File: src/rtl/bmseq_pkg.sv
// package: constants and carrier types for the measurement sequencer
`default_nettype none
package bmseq_pkg;
  // ----------------------------------------
  // timing
  // ----------------------------------------
  localparam int CLK_HZ = 10000000;
  localparam int POWERUP_US = 400;
  localparam int POWERUP_CYC = POWERUP_US * (CLK_HZ / 1000000);
  // temperature conversion time at ratio 128, in tenths of ms
  localparam int TCONV128_TENTH_MS = 21;
  localparam int TCONV128_CYC = TCONV128_TENTH_MS * (CLK_HZ / 10000);
  localparam int CAL_CYC = 16;
  // ----------------------------------------
  // command encodings
  // ----------------------------------------
  localparam logic [7:0] CMD_SOFT_RESET = 8'h06;
  localparam logic [2:0] CVT_PREFIX = 3'h2;
  localparam logic [1:0] CHAN_PT = 2'h0;
  localparam logic [1:0] CHAN_T = 2'h2;
  localparam logic [2:0] RATIO_MAX_CODE = 3'h5;
  localparam int CVT_PREFIX_POS = 5;
  localparam int RATIO_POS = 2;
  localparam int DATA_W = 24;
  localparam int ALT_SHIFT = 4;
  // ----------------------------------------
  // types
  // ----------------------------------------
  typedef enum logic [1:0] {BMSEQ_SAMPLE_T, BMSEQ_SAMPLE_P} bmseq_sample_kind_t;
  typedef struct packed {
    logic [DATA_W-1:0] temp;
    logic [DATA_W-1:0] press;
    logic [DATA_W-1:0] alt;
  } bmseq_results_t;
  typedef struct packed {
    logic [DATA_W-1:0] temp;
    logic [DATA_W-1:0] press;
    logic [DATA_W-1:0] alt;
  } bmseq_thresh_t;
endpackage
`default_nettype wire

File: src/rtl/bmseq_conv_timer.sv
// conversion timer: counts to terminal count from ratio and channel
`timescale 1ns/1ps
`default_nettype none
module bmseq_conv_timer #(
  parameter int BASE_CYC = bmseq_pkg::TCONV128_CYC
) (
  input wire logic clk,
  input wire logic rst,
  input wire logic start,
  input wire logic abort,
  input wire logic [2:0] ratio_code,
  input wire logic with_press,
  output logic done
);
  logic [31:0] cnt_q;
  logic [31:0] term_q;
  logic run_q;
  logic [31:0] term_d;
  always_comb begin
    // ratio code 5 is the shortest; each lower code doubles, pressure doubles again
    term_d = BASE_CYC << (3'(bmseq_pkg::RATIO_MAX_CODE - ratio_code) + 3'(with_press));
  end
  always_ff @(posedge clk) begin
    if (rst || abort) begin
      run_q <= 1'b0;
      cnt_q <= '0;
      term_q <= '0;
      done <= 1'b0;
    end else if (start) begin
      run_q <= 1'b1;
      cnt_q <= 32'h1;
      term_q <= term_d;
      done <= 1'b0;
    end else if (run_q) begin
      done <= (cnt_q == term_q - 32'h1);
      run_q <= (cnt_q != term_q - 32'h1);
      cnt_q <= cnt_q + 32'h1;
    end else begin
      done <= 1'b0;
    end
  end
endmodule // bmseq_conv_timer
`default_nettype wire

File: src/rtl/bmseq_top.sv
// measurement sequencer: power-up, calibration, conversions, events
// ----------------------------------------
// Functional notes
// - power-on runs init about 400 us, sleeps
// - ready flag set after power-up
// - sleep idle until valid command
// - pressure measured after automatic temperature
// - results kept while sleeping
// - ratio picks one of six durations
// - conversion times double per ratio step
// - compensation off gives raw values
// - altitude updated after pressure conversion
// - one calibration per power or reset
// - return to sleep after command
// - thresholds compared against results
// - events drive interrupt outputs
// - samples are 24-bit
// - programmed trim bank replaces factory trims
// - command is 010, ratio, channel
// - ratio codes 000..101 map 4096..128
// - bad channel or ratio fails conversion
// - soft reset aborts, reruns power-up
// ----------------------------------------
`timescale 1ns/1ps
`default_nettype none
module bmseq_top #(
  parameter int POWERUP_CYC = bmseq_pkg::POWERUP_CYC,
  parameter int CONV_BASE_CYC = bmseq_pkg::TCONV128_CYC,
  parameter int CAL_CYC = bmseq_pkg::CAL_CYC
) (
  input wire logic CORE_CLK,
  input wire logic SYS_RST,
  input wire logic CMD_VALID,
  input wire logic [7:0] CMD_BYTE,
  input wire logic COMP_EN,
  input wire logic TRIM_BANK_NEW,
  input wire logic [23:0] TRIM_FACTORY,
  input wire logic [23:0] TRIM_USER,
  input wire logic [23:0] ADC_SAMPLE,
  input wire logic [23:0] THR_TEMP,
  input wire logic [23:0] THR_PRESS,
  input wire logic [23:0] THR_ALT,
  output logic DEV_READY,
  output logic BUSY,
  output logic CONV_FAIL,
  output logic [23:0] TEMP_OUT,
  output logic [23:0] PRESS_OUT,
  output logic [23:0] ALT_OUT,
  output logic INT_EVT0,
  output logic INT_EVT1
);
  typedef enum logic [2:0] {ST_POWERUP, ST_CAL, ST_SLEEP, ST_CONV_T, ST_CONV_P} bmseq_state_t;
  // ----------------------------------------
  // command decode
  // ----------------------------------------
  logic [7:0] cmd_q;
  logic cmd_v_q;
  logic soft_rst;
  logic is_cvt;
  logic [2:0] ratio;
  logic [1:0] chan;
  logic cvt_ok;
  bmseq_state_t state_q;
  always_ff @(posedge CORE_CLK) begin
    cmd_v_q <= SYS_RST ? 1'b0 : CMD_VALID;
    cmd_q <= SYS_RST ? 8'h00 : CMD_BYTE;
  end
  assign soft_rst = cmd_v_q && (cmd_q == bmseq_pkg::CMD_SOFT_RESET);
  assign is_cvt = cmd_v_q && (cmd_q[7:bmseq_pkg::CVT_PREFIX_POS] == bmseq_pkg::CVT_PREFIX);
  assign ratio = cmd_q[bmseq_pkg::CVT_PREFIX_POS-1:bmseq_pkg::RATIO_POS];
  assign chan = cmd_q[1:0];
  assign cvt_ok = (ratio <= bmseq_pkg::RATIO_MAX_CODE)
      && (chan == bmseq_pkg::CHAN_PT || chan == bmseq_pkg::CHAN_T);
  // ----------------------------------------
  // sequencer
  // ----------------------------------------
  logic [31:0] wait_q;
  logic with_p_q;
  logic start_conv;
  logic conv_done;
  logic cal_done_q;
  assign start_conv = (state_q == ST_SLEEP) && is_cvt && cvt_ok;
  bmseq_conv_timer #(.BASE_CYC(CONV_BASE_CYC)) u_timer (
    .clk(CORE_CLK),
    .rst(SYS_RST),
    .start(start_conv),
    .abort(soft_rst),
    .ratio_code(ratio),
    .with_press(chan == bmseq_pkg::CHAN_PT),
    .done(conv_done)
  );
  // temperature phase takes half of a combined conversion
  logic [31:0] half_q;
  logic [31:0] t_cnt_q;
  always_ff @(posedge CORE_CLK) begin
    if (SYS_RST || soft_rst) begin
      state_q <= ST_POWERUP;
      wait_q <= '0;
      cal_done_q <= 1'b0;
      with_p_q <= 1'b0;
      half_q <= '0;
      t_cnt_q <= '0;
    end else begin
      case (state_q)
        ST_POWERUP: begin
          wait_q <= wait_q + 32'h1;
          if (wait_q == 32'(POWERUP_CYC - 1)) begin
            state_q <= ST_CAL;
            wait_q <= '0;
          end
        end
        ST_CAL: begin
          wait_q <= wait_q + 32'h1;
          if (wait_q == 32'(CAL_CYC - 1)) begin
            cal_done_q <= 1'b1;
            state_q <= ST_SLEEP;
          end
        end
        ST_SLEEP: begin
          if (start_conv) begin
            with_p_q <= (chan == bmseq_pkg::CHAN_PT);
            half_q <= CONV_BASE_CYC << 3'(bmseq_pkg::RATIO_MAX_CODE - ratio);
            t_cnt_q <= 32'h1;
            state_q <= ST_CONV_T;
          end
        end
        ST_CONV_T: begin
          t_cnt_q <= t_cnt_q + 32'h1;
          if (!with_p_q && conv_done) begin
            state_q <= ST_SLEEP;
          end else if (with_p_q && t_cnt_q == half_q) begin
            state_q <= ST_CONV_P;
          end
        end
        ST_CONV_P: begin
          if (conv_done) begin
            state_q <= ST_SLEEP;
          end
        end
        default: state_q <= ST_POWERUP;
      endcase
    end
  end
  // ----------------------------------------
  // status
  // ----------------------------------------
  always_ff @(posedge CORE_CLK) begin
    if (SYS_RST || soft_rst) begin
      DEV_READY <= 1'b0;
      BUSY <= 1'b0;
      CONV_FAIL <= 1'b0;
    end else begin
      DEV_READY <= cal_done_q || (state_q == ST_CAL && wait_q == 32'(CAL_CYC - 1));
      BUSY <= (state_q != ST_SLEEP) && !(state_q != ST_POWERUP && state_q != ST_CAL && conv_done);
      if (state_q == ST_SLEEP && is_cvt) begin
        CONV_FAIL <= !cvt_ok;
      end
    end
  end
  // ----------------------------------------
  // results; trims picked by bank, compensation applied on capture
  // ----------------------------------------
  logic [23:0] trim;
  logic [23:0] sample_c;
  logic t_capture;
  logic p_capture;
  assign trim = TRIM_BANK_NEW ? TRIM_USER : TRIM_FACTORY;
  // carry out of the trim sum is dropped on purpose; results stay 24 bits
  assign sample_c = COMP_EN ? 24'(ADC_SAMPLE + trim) : ADC_SAMPLE;
  assign t_capture = (state_q == ST_CONV_T) && ((with_p_q && t_cnt_q == half_q)
      || (!with_p_q && conv_done));
  assign p_capture = (state_q == ST_CONV_P) && conv_done;
  // results hold through sleep; only a reset clears them
  always_ff @(posedge CORE_CLK) begin
    if (SYS_RST || soft_rst) begin
      TEMP_OUT <= 24'h000000;
      PRESS_OUT <= 24'h000000;
      ALT_OUT <= 24'h000000;
    end else begin
      if (t_capture) begin
        TEMP_OUT <= sample_c;
      end
      if (p_capture) begin
        PRESS_OUT <= sample_c;
        // crude altitude: falls as pressure rises
        ALT_OUT <= ~(sample_c >> bmseq_pkg::ALT_SHIFT);
      end
    end
  end
  // ----------------------------------------
  // events
  // ----------------------------------------
  logic p_done_q;
  logic t_done_q;
  always_ff @(posedge CORE_CLK) begin
    if (SYS_RST || soft_rst) begin
      p_done_q <= 1'b0;
      t_done_q <= 1'b0;
      INT_EVT0 <= 1'b0;
      INT_EVT1 <= 1'b0;
    end else begin
      p_done_q <= p_capture;
      t_done_q <= t_capture;
      // level outputs; re-evaluated after every new result
      if (t_done_q) begin
        INT_EVT0 <= TEMP_OUT > THR_TEMP;
      end
      if (p_done_q) begin
        INT_EVT1 <= (PRESS_OUT > THR_PRESS) || (ALT_OUT > THR_ALT);
      end
    end
  end
  // ----------------------------------------
  // checks
  // ----------------------------------------
  powerup_ready_a: assert property (@(posedge CORE_CLK) disable iff (SYS_RST)
      $rose(DEV_READY) |-> $past(state_q) == ST_CAL) else $error("ready early");
  sleep_stays_a: assert property (@(posedge CORE_CLK) disable iff (SYS_RST)
      (state_q == ST_SLEEP && !cmd_v_q) |=> state_q == ST_SLEEP) else $error("left sleep");
  bad_cvt_a: assert property (@(posedge CORE_CLK) disable iff (SYS_RST)
      (state_q == ST_SLEEP && is_cvt && !cvt_ok) |=> CONV_FAIL && state_q == ST_SLEEP)
      else $error("bad conversion accepted");
  soft_rst_a: assert property (@(posedge CORE_CLK) disable iff (SYS_RST)
      soft_rst |=> state_q == ST_POWERUP && !DEV_READY) else $error("soft reset");
  p_after_t_a: assert property (@(posedge CORE_CLK) disable iff (SYS_RST)
      $rose(state_q == ST_CONV_P) |-> $past(t_capture)) else $error("pressure without temp");
  // soft reset in the antecedent too: it clears results at the very edge it is sampled
  hold_sleep_a: assert property (@(posedge CORE_CLK) disable iff (SYS_RST || soft_rst)
      state_q == ST_SLEEP && !soft_rst |=> $stable(TEMP_OUT) && $stable(PRESS_OUT))
      else $error("lost");
  alt_upd_a: assert property (@(posedge CORE_CLK) disable iff (SYS_RST || soft_rst)
      p_capture && !soft_rst |=> ALT_OUT == ~(PRESS_OUT >> bmseq_pkg::ALT_SHIFT))
      else $error("alt");
  back_sleep_a: assert property (@(posedge CORE_CLK) disable iff (SYS_RST || soft_rst)
      p_capture && !soft_rst |=> state_q == ST_SLEEP) else $error("no sleep");
endmodule // bmseq_top
`default_nettype wire

File: config.mk
export PLATFORM = sky130hd
export DESIGN_NAME = bmseq_top
export DESIGN_NICKNAME = d
export VERILOG_FILES = /design/src/rtl/bmseq_pkg.sv /design/src/rtl/bmseq_conv_timer.sv /design/src/rtl/bmseq_top.sv
export SDC_FILE = /design/constraint.sdc
export NUM_CORES = 1
export LEC_CHECK = 0
export BUFFER_PORTS_ARGS = -buffer_cell sky130_fd_sc_hd__buf_4
export CORE_UTILIZATION = 51
export CTS_CLUSTER_SIZE = 28
export DETAILED_ROUTE_END_ITERATION = 8
export PLACE_DENSITY = 0.7
export SLEW_MARGIN = 25
export SYNTH_ARGS = -nofsm -noshare
export SYNTH_HDL_FRONTEND = slang
export SYNTH_SLANG_ARGS = --single-unit
File: constraint.sdc
create_clock -name CORE_CLK -period 8.1 [get_ports CORE_CLK]
set_input_delay 1.62 -clock CORE_CLK [delete_from_list [all_inputs] [get_ports CORE_CLK]]
set_output_delay 1.62 -clock CORE_CLK [all_outputs]
set_load 0.01 [all_outputs]
## Yosys cells after proc, flatten, opt, wreduce, memory -nomap -nowiden

Index checks and enable logic that the tools add are counted.

- $add $sub $neg: 7
- $lt $le $gt $ge: 4
- Equality and inequality tests: 19
- Shift-type cells: 2
- Muxes and demuxes: 17
- Bitwise gates (word level): 2
- Reduce and logical (&&, ||, !) cells: 33

Operators with widths:

| kind | count |
|---|---|
| $pmux W32 S2 | 2 |
| $add A32 B1 Y32 const B | 3 |
| $gt A24 B24 Y1 | 3 |
| $eq A32 B32 Y1 | 2 |
| $mux W32 | 2 |
| $shl A15 B3 Y32 const A | 2 |
| $mux W24 | 2 |
| $eq A32 B12 Y1 const B | 1 |
| $eq A32 B4 Y1 const B | 1 |
| $ne A32 B32 Y1 | 1 |
| $sub A32 B1 Y32 const B | 1 |
| $add A24 B24 Y24 | 1 |
| $not A20 Y24 | 1 |
| $mux W3 | 6 |
| $pmux W3 S5 | 1 |
| $logic_and A1 B1 Y1 | 13 |
| $eq A3 B2 Y1 const B | 3 |
| $eq A8 B3 Y1 const B | 1 |
| $ne A2 B2 Y1 const B | 3 |
| $reduce_and A2 Y1 | 3 |
| $reduce_bool A2 Y1 | 3 |
| $logic_or A1 B1 Y1 | 5 |
| $reduce_and A5 Y1 | 1 |
| $mux W1 | 4 |
| 17 further kinds | 19 |

- Bits in registers: 255
- Bits of input ports: 157
- Output and inout bits: 77
- Word-level logic and storage cells: 107

## Longest topological paths before layout

- Word-level depth: 6
- Mapped depth: 13
- Depth with buffers taken out: 12

## Cells and area by module

Synthesis repeated with hierarchy kept, for this count alone.

- Cells, all modules: 1705
- Area, all modules: 13999.7 um^2

Modules (own cells, without submodules):

| module | instances | cells each | area an instance (um^2) | sequential area each (um^2) |
|---|---|---|---|---|
| bmseq_top | 1 | 1323 | 10807.9 | 3443.3 |
| bmseq_conv_timer | 1 | 382 | 3191.8 | 1041.0 |

## Worst setup path after synthesis

OpenSTA, ideal clock, no wires.

- Path type: input to register
- Start: input port TRIM_BANK_NEW
- End: register ALT_OUT[19]
- Library setup time: 0.070 ns
- Arrival: 4.696 ns
- Data required time: 8.030 ns
- Setup slack: 3.334 ns
- Cell stages on the path: 13
- Path buffers: 3
- Cell sequence: clkbuf_1 > clkbuf_1 > mux2_2 > ha_1 > clkbuf_1 > a211oi_1 > o21ai_0 > a22oi_1 > a2111oi_0 > a2111oi_0 > xnor2_1 > nand2_1 > a21oi_1

- Cells in the longest elaborated chain, start to end: 4

Ends and longest elaborated chain:

| item | RTL line | RTL |
|---|---|---|
| start: declaration | bmseq_top.sv:36 | `input wire logic TRIM_BANK_NEW,` |
| $mux W24 | bmseq_top.sv:167 | `assign trim = TRIM_BANK_NEW ? TRIM_USER : TRIM_FACTORY;` |
| $add A24 B24 Y24 | bmseq_top.sv:169 | `assign sample_c = COMP_EN ? 24'(ADC_SAMPLE + trim) : ADC_SAMPLE;` |
| $mux W24 | bmseq_top.sv:169 |  |
| $not A20 Y24 | bmseq_top.sv:186 | `ALT_OUT <= ~(sample_c >> bmseq_pkg::ALT_SHIFT);` |
| end signal: assignment | bmseq_top.sv:186 |  |
| end: declaration | bmseq_top.sv:48 | `output logic [23:0] ALT_OUT,` |

Every way passes these cells.
A chain may end at the register's enable or synchronous reset.

## Final worst setup path

- Start: input port TRIM_BANK_NEW
- End: register TEMP_OUT[22]

- Cells in the longest elaborated chain, start to end: 3

Ends and longest elaborated chain:

| item | RTL line | RTL |
|---|---|---|
| $mux W24 | bmseq_top.sv:167 |  |
| $add A24 B24 Y24 | bmseq_top.sv:169 |  |
| $mux W24 | bmseq_top.sv:169 |  |
| end signal: assignment | bmseq_top.sv:181 | `TEMP_OUT <= sample_c;` |
| end: declaration | bmseq_top.sv:46 | `output logic [23:0] TEMP_OUT,` |

Every way passes these cells.

==> flow_summary.ini <==
[floorplan]
start_util_pct = 52.5
die_w_um = 167
placement_rows = 59
die_h_um = 167
core-area_mm2 = 0.0264
pin_count = 234
die_area_mm2 = 0.0278

[setup_path]
cp.arrival_ns = 4.86
reg2reg_to = TEMP_OUT[3]$_SDFFE_PP0P_
path_max_fanout = 24
worstPathRequired_ns = 8.55
worstSetupPathType = primary input to flop
crit_path_end_kind = flop
rr_startpoint = t_cnt_q[25]$_SDFFE_PP0P_
startpoint_type = primary input
worstRegToRegCells = 9
rrSetupSlack_ns = 4.95

[finish]
mostFrequentLayoutCells = buf_4 (243), dfxtp_1 (224), nor2_1 (189)
finalInstanceArea_mm2 = 0.0166
utilization_pct = 62.9
mostFrequentLayoutCell = buf_4
fin_nets = 2207
syn_to_final_growth_pct = 20.0
diodes = 0
layout-drive-gt1-share_pct = 17.8

[routing]
maxUsedRoutingLayer = met4
detail_route.drc_violations = 0
post_drt_wl_per_cell_um = 17.6
wl_met2_mm = 18.5
drt_iter0_drc = 906
drt_first_pass_iters = 5
drtAntennaViolNets = 0
wl_met3_mm = 2.56
routed_wl_mm = 40.4
vias = 13500
vias_per_cell = 5.90
m1WireLength_mm = 18.0

[logic_synthesis]
ys_seq_area_share_pct = 32.4
synth.avg_cell_area_um2 = 7.88
synth_cell_types = 76
synth_area_mm2 = 0.0138
async_flop_share_pct = 0
synth_edf_count = 0
yosysWarnings = 0
ys.flop_type = dfxtp_1
synth-seq-cells = 224
syn_inst = 1755
syn-num-nets = 2024

[power_and_ir_drop]
irDropWorstVdd_mv = 0.125
p_leak_uw = 0.00699
power_density_mw_per_mm2 = 153

[place]
gp_congestion = 0.919
place_area_mm2 = 0.0158
dp_hpwl_mm = 30.6
portBuffers = 233

[clocking]
clock_path_buffers = 3
cts_setup_buffers = 0
cts.hold.buffers_added = 0
cts-root-buf = clkbuf_16
numCtsBuffers = 24
h-tree-depth = 1
clock_latency_ns = 0.51
path_clk_slew_ns = 0.06
cts_tree = built
clkSinkCount = 224
ctsResizeCount = 0

[timing]
post-route-period-util_pct = 54.5
final_hold_viol_count = 0
max_freq_ghz = 0.227
final.setup.tns_ns = 0
rsz0062_at_grt = no
hold_slack_ns = 0.432
drv_slew = 0
finalCriticalPeriod_ns = 4.41
setup_viol = 0
worst_pin_slew_ns = 0.952
max_slew_margin_pct = 36.5
finalClockSkew_ns = 0.00897

[global_route]
grtUsageTotal_pct = 28.3
grt_max_degree = 71
grt_pass1_wl_mm = 64.3
overflow = 0
grt_pass1_vias = 12500
antenna_found_initial = 0

[worst_hold_path]
hold_path.class = flop to flop
hold_depth = 1
worstHoldEndpoint = INT_EVT1$_SDFFE_PP0P_
hp-start = p_done_q$_SDFF_PP0_

[run_status]
status = finished clean

[flow_run]
maxCapViolations = 0
## layout make-up
| cell class | count | area (um2) |
|---|---|---|
| fillers | 2377 | 9770 |
| multi-input cells | 1350 | 8710 |
| flip-flops and latches | 224 | 4480 |
| repair buffers | 243 | 1820 |
| clock buffers | 32 | 712 |
| well taps | 335 | 419 |
| inverters | 95 | 357 |
| clock inverters | 11 | 82.6 |
## kinds of logic after synthesis
family	share of synthesized area, %
buffers and inverters	5.00
AOI/OAI and AO/OA	19.4
muxes	3.29
and+or+nand+nor	24.5
xor gates and xnor gates	5.20
DFF	32.4
adders and majority gates	10.2
## synthesized netlist by cell type (all sizes together) (11+ instances only)
master | number | area [um2]
nand4 | 43 | 269
or3 | 15 | 93.8
clkbuf | 79 | 297
nand3 | 68 | 340
inv | 95 | 357
nor4 | 25 | 193
xnor2 | 46 | 403
ha | 111 | 1390
a21oi | 152 | 761
o21ai | 100 | 500
a21o | 23 | 173
mux2 | 28 | 315
nor3 | 47 | 235
nor2b | 33 | 206
xor2 | 36 | 315
and3 | 28 | 175
nand2 | 161 | 607
a211oi | 33 | 248
nand3b | 11 | 82.6
or2 | 17 | 106
o211ai | 12 | 90.1
nor2 | 191 | 719
mux2i | 14 | 140
a31oi | 16 | 100
o21a | 12 | 90.1
a311oi | 18 | 158
dfxtp | 224 | 4480
## metal layers
layer,vias up,global-route usage [%]
met5,-,0
met3,77,3.99
met1,6306,38.2
met4,0,9.54
li1,6661,-
met2,458,46.2
## registers in the layout (all words and copies together), names as in the netlist, 3 cells and up
signal / cells
u_timer.term_q: 18
t_cnt_q: 32
ALT_OUT: 21
u_timer.cnt_q: 32
state_q: 3
wait_q: 32
PRESS_OUT: 24
cmd_q: 8
half_q: 18
TEMP_OUT: 24
## report_power, final
part           switching [uW]  internal, uW  leakage (uW)
combinational             188           144       0.00479
clock                     449           647      0.000402
sequential               3.89          1110       0.00181
## how the worst max path moves through the flow
stage / cells past startpoint / start / endpoint
after global placement: 13 / TRIM_BANK_NEW / TEMP_OUT[22]$_SDFFE_PP0P_
after detailed placement: 13 / TRIM_BANK_NEW / TEMP_OUT[22]$_SDFFE_PP0P_
after global routing: 11 / TRIM_BANK_NEW / ALT_OUT[19]$_SDFFE_PP0P_
after floorplan: 13 / TRIM_BANK_NEW / ALT_OUT[19]$_SDFFE_PP0P_
after CTS: 13 / TRIM_BANK_NEW / TEMP_OUT[22]$_SDFFE_PP0P_
final: 13 / TRIM_BANK_NEW / TEMP_OUT[22]$_SDFFE_PP0P_
## metrics by stage
stage | total power [uW] | instances | setup WS [ns]
6_report | 2540 | 2290 | 3.69
5_1_grt | 2630 | 2290 | 3.41
4_1_cts | 2550 | 2290 | 3.70
3_5_place_dp | 1460 | 2247 | 3.21
3_3_place_gp | 1460 | 2247 | 3.27
2_1_floorplan | 1330 | 1755 | 3.33
## critical path, stage by stage
cell and delay (ns):
buf_4 0.29, mux2_2 0.22, ha_1 0.18, inv_1 0.06
fa_1 0.39, nor2b_1 0.16, o21a_1 0.18, o21ai_1 0.11
a211oi_1 0.76, nor2_1 0.11, o21ai_1 0.19, mux2i_1 0.33
o221a_2 0.24
Note: power is estimated with default switching activity, not from simulation.
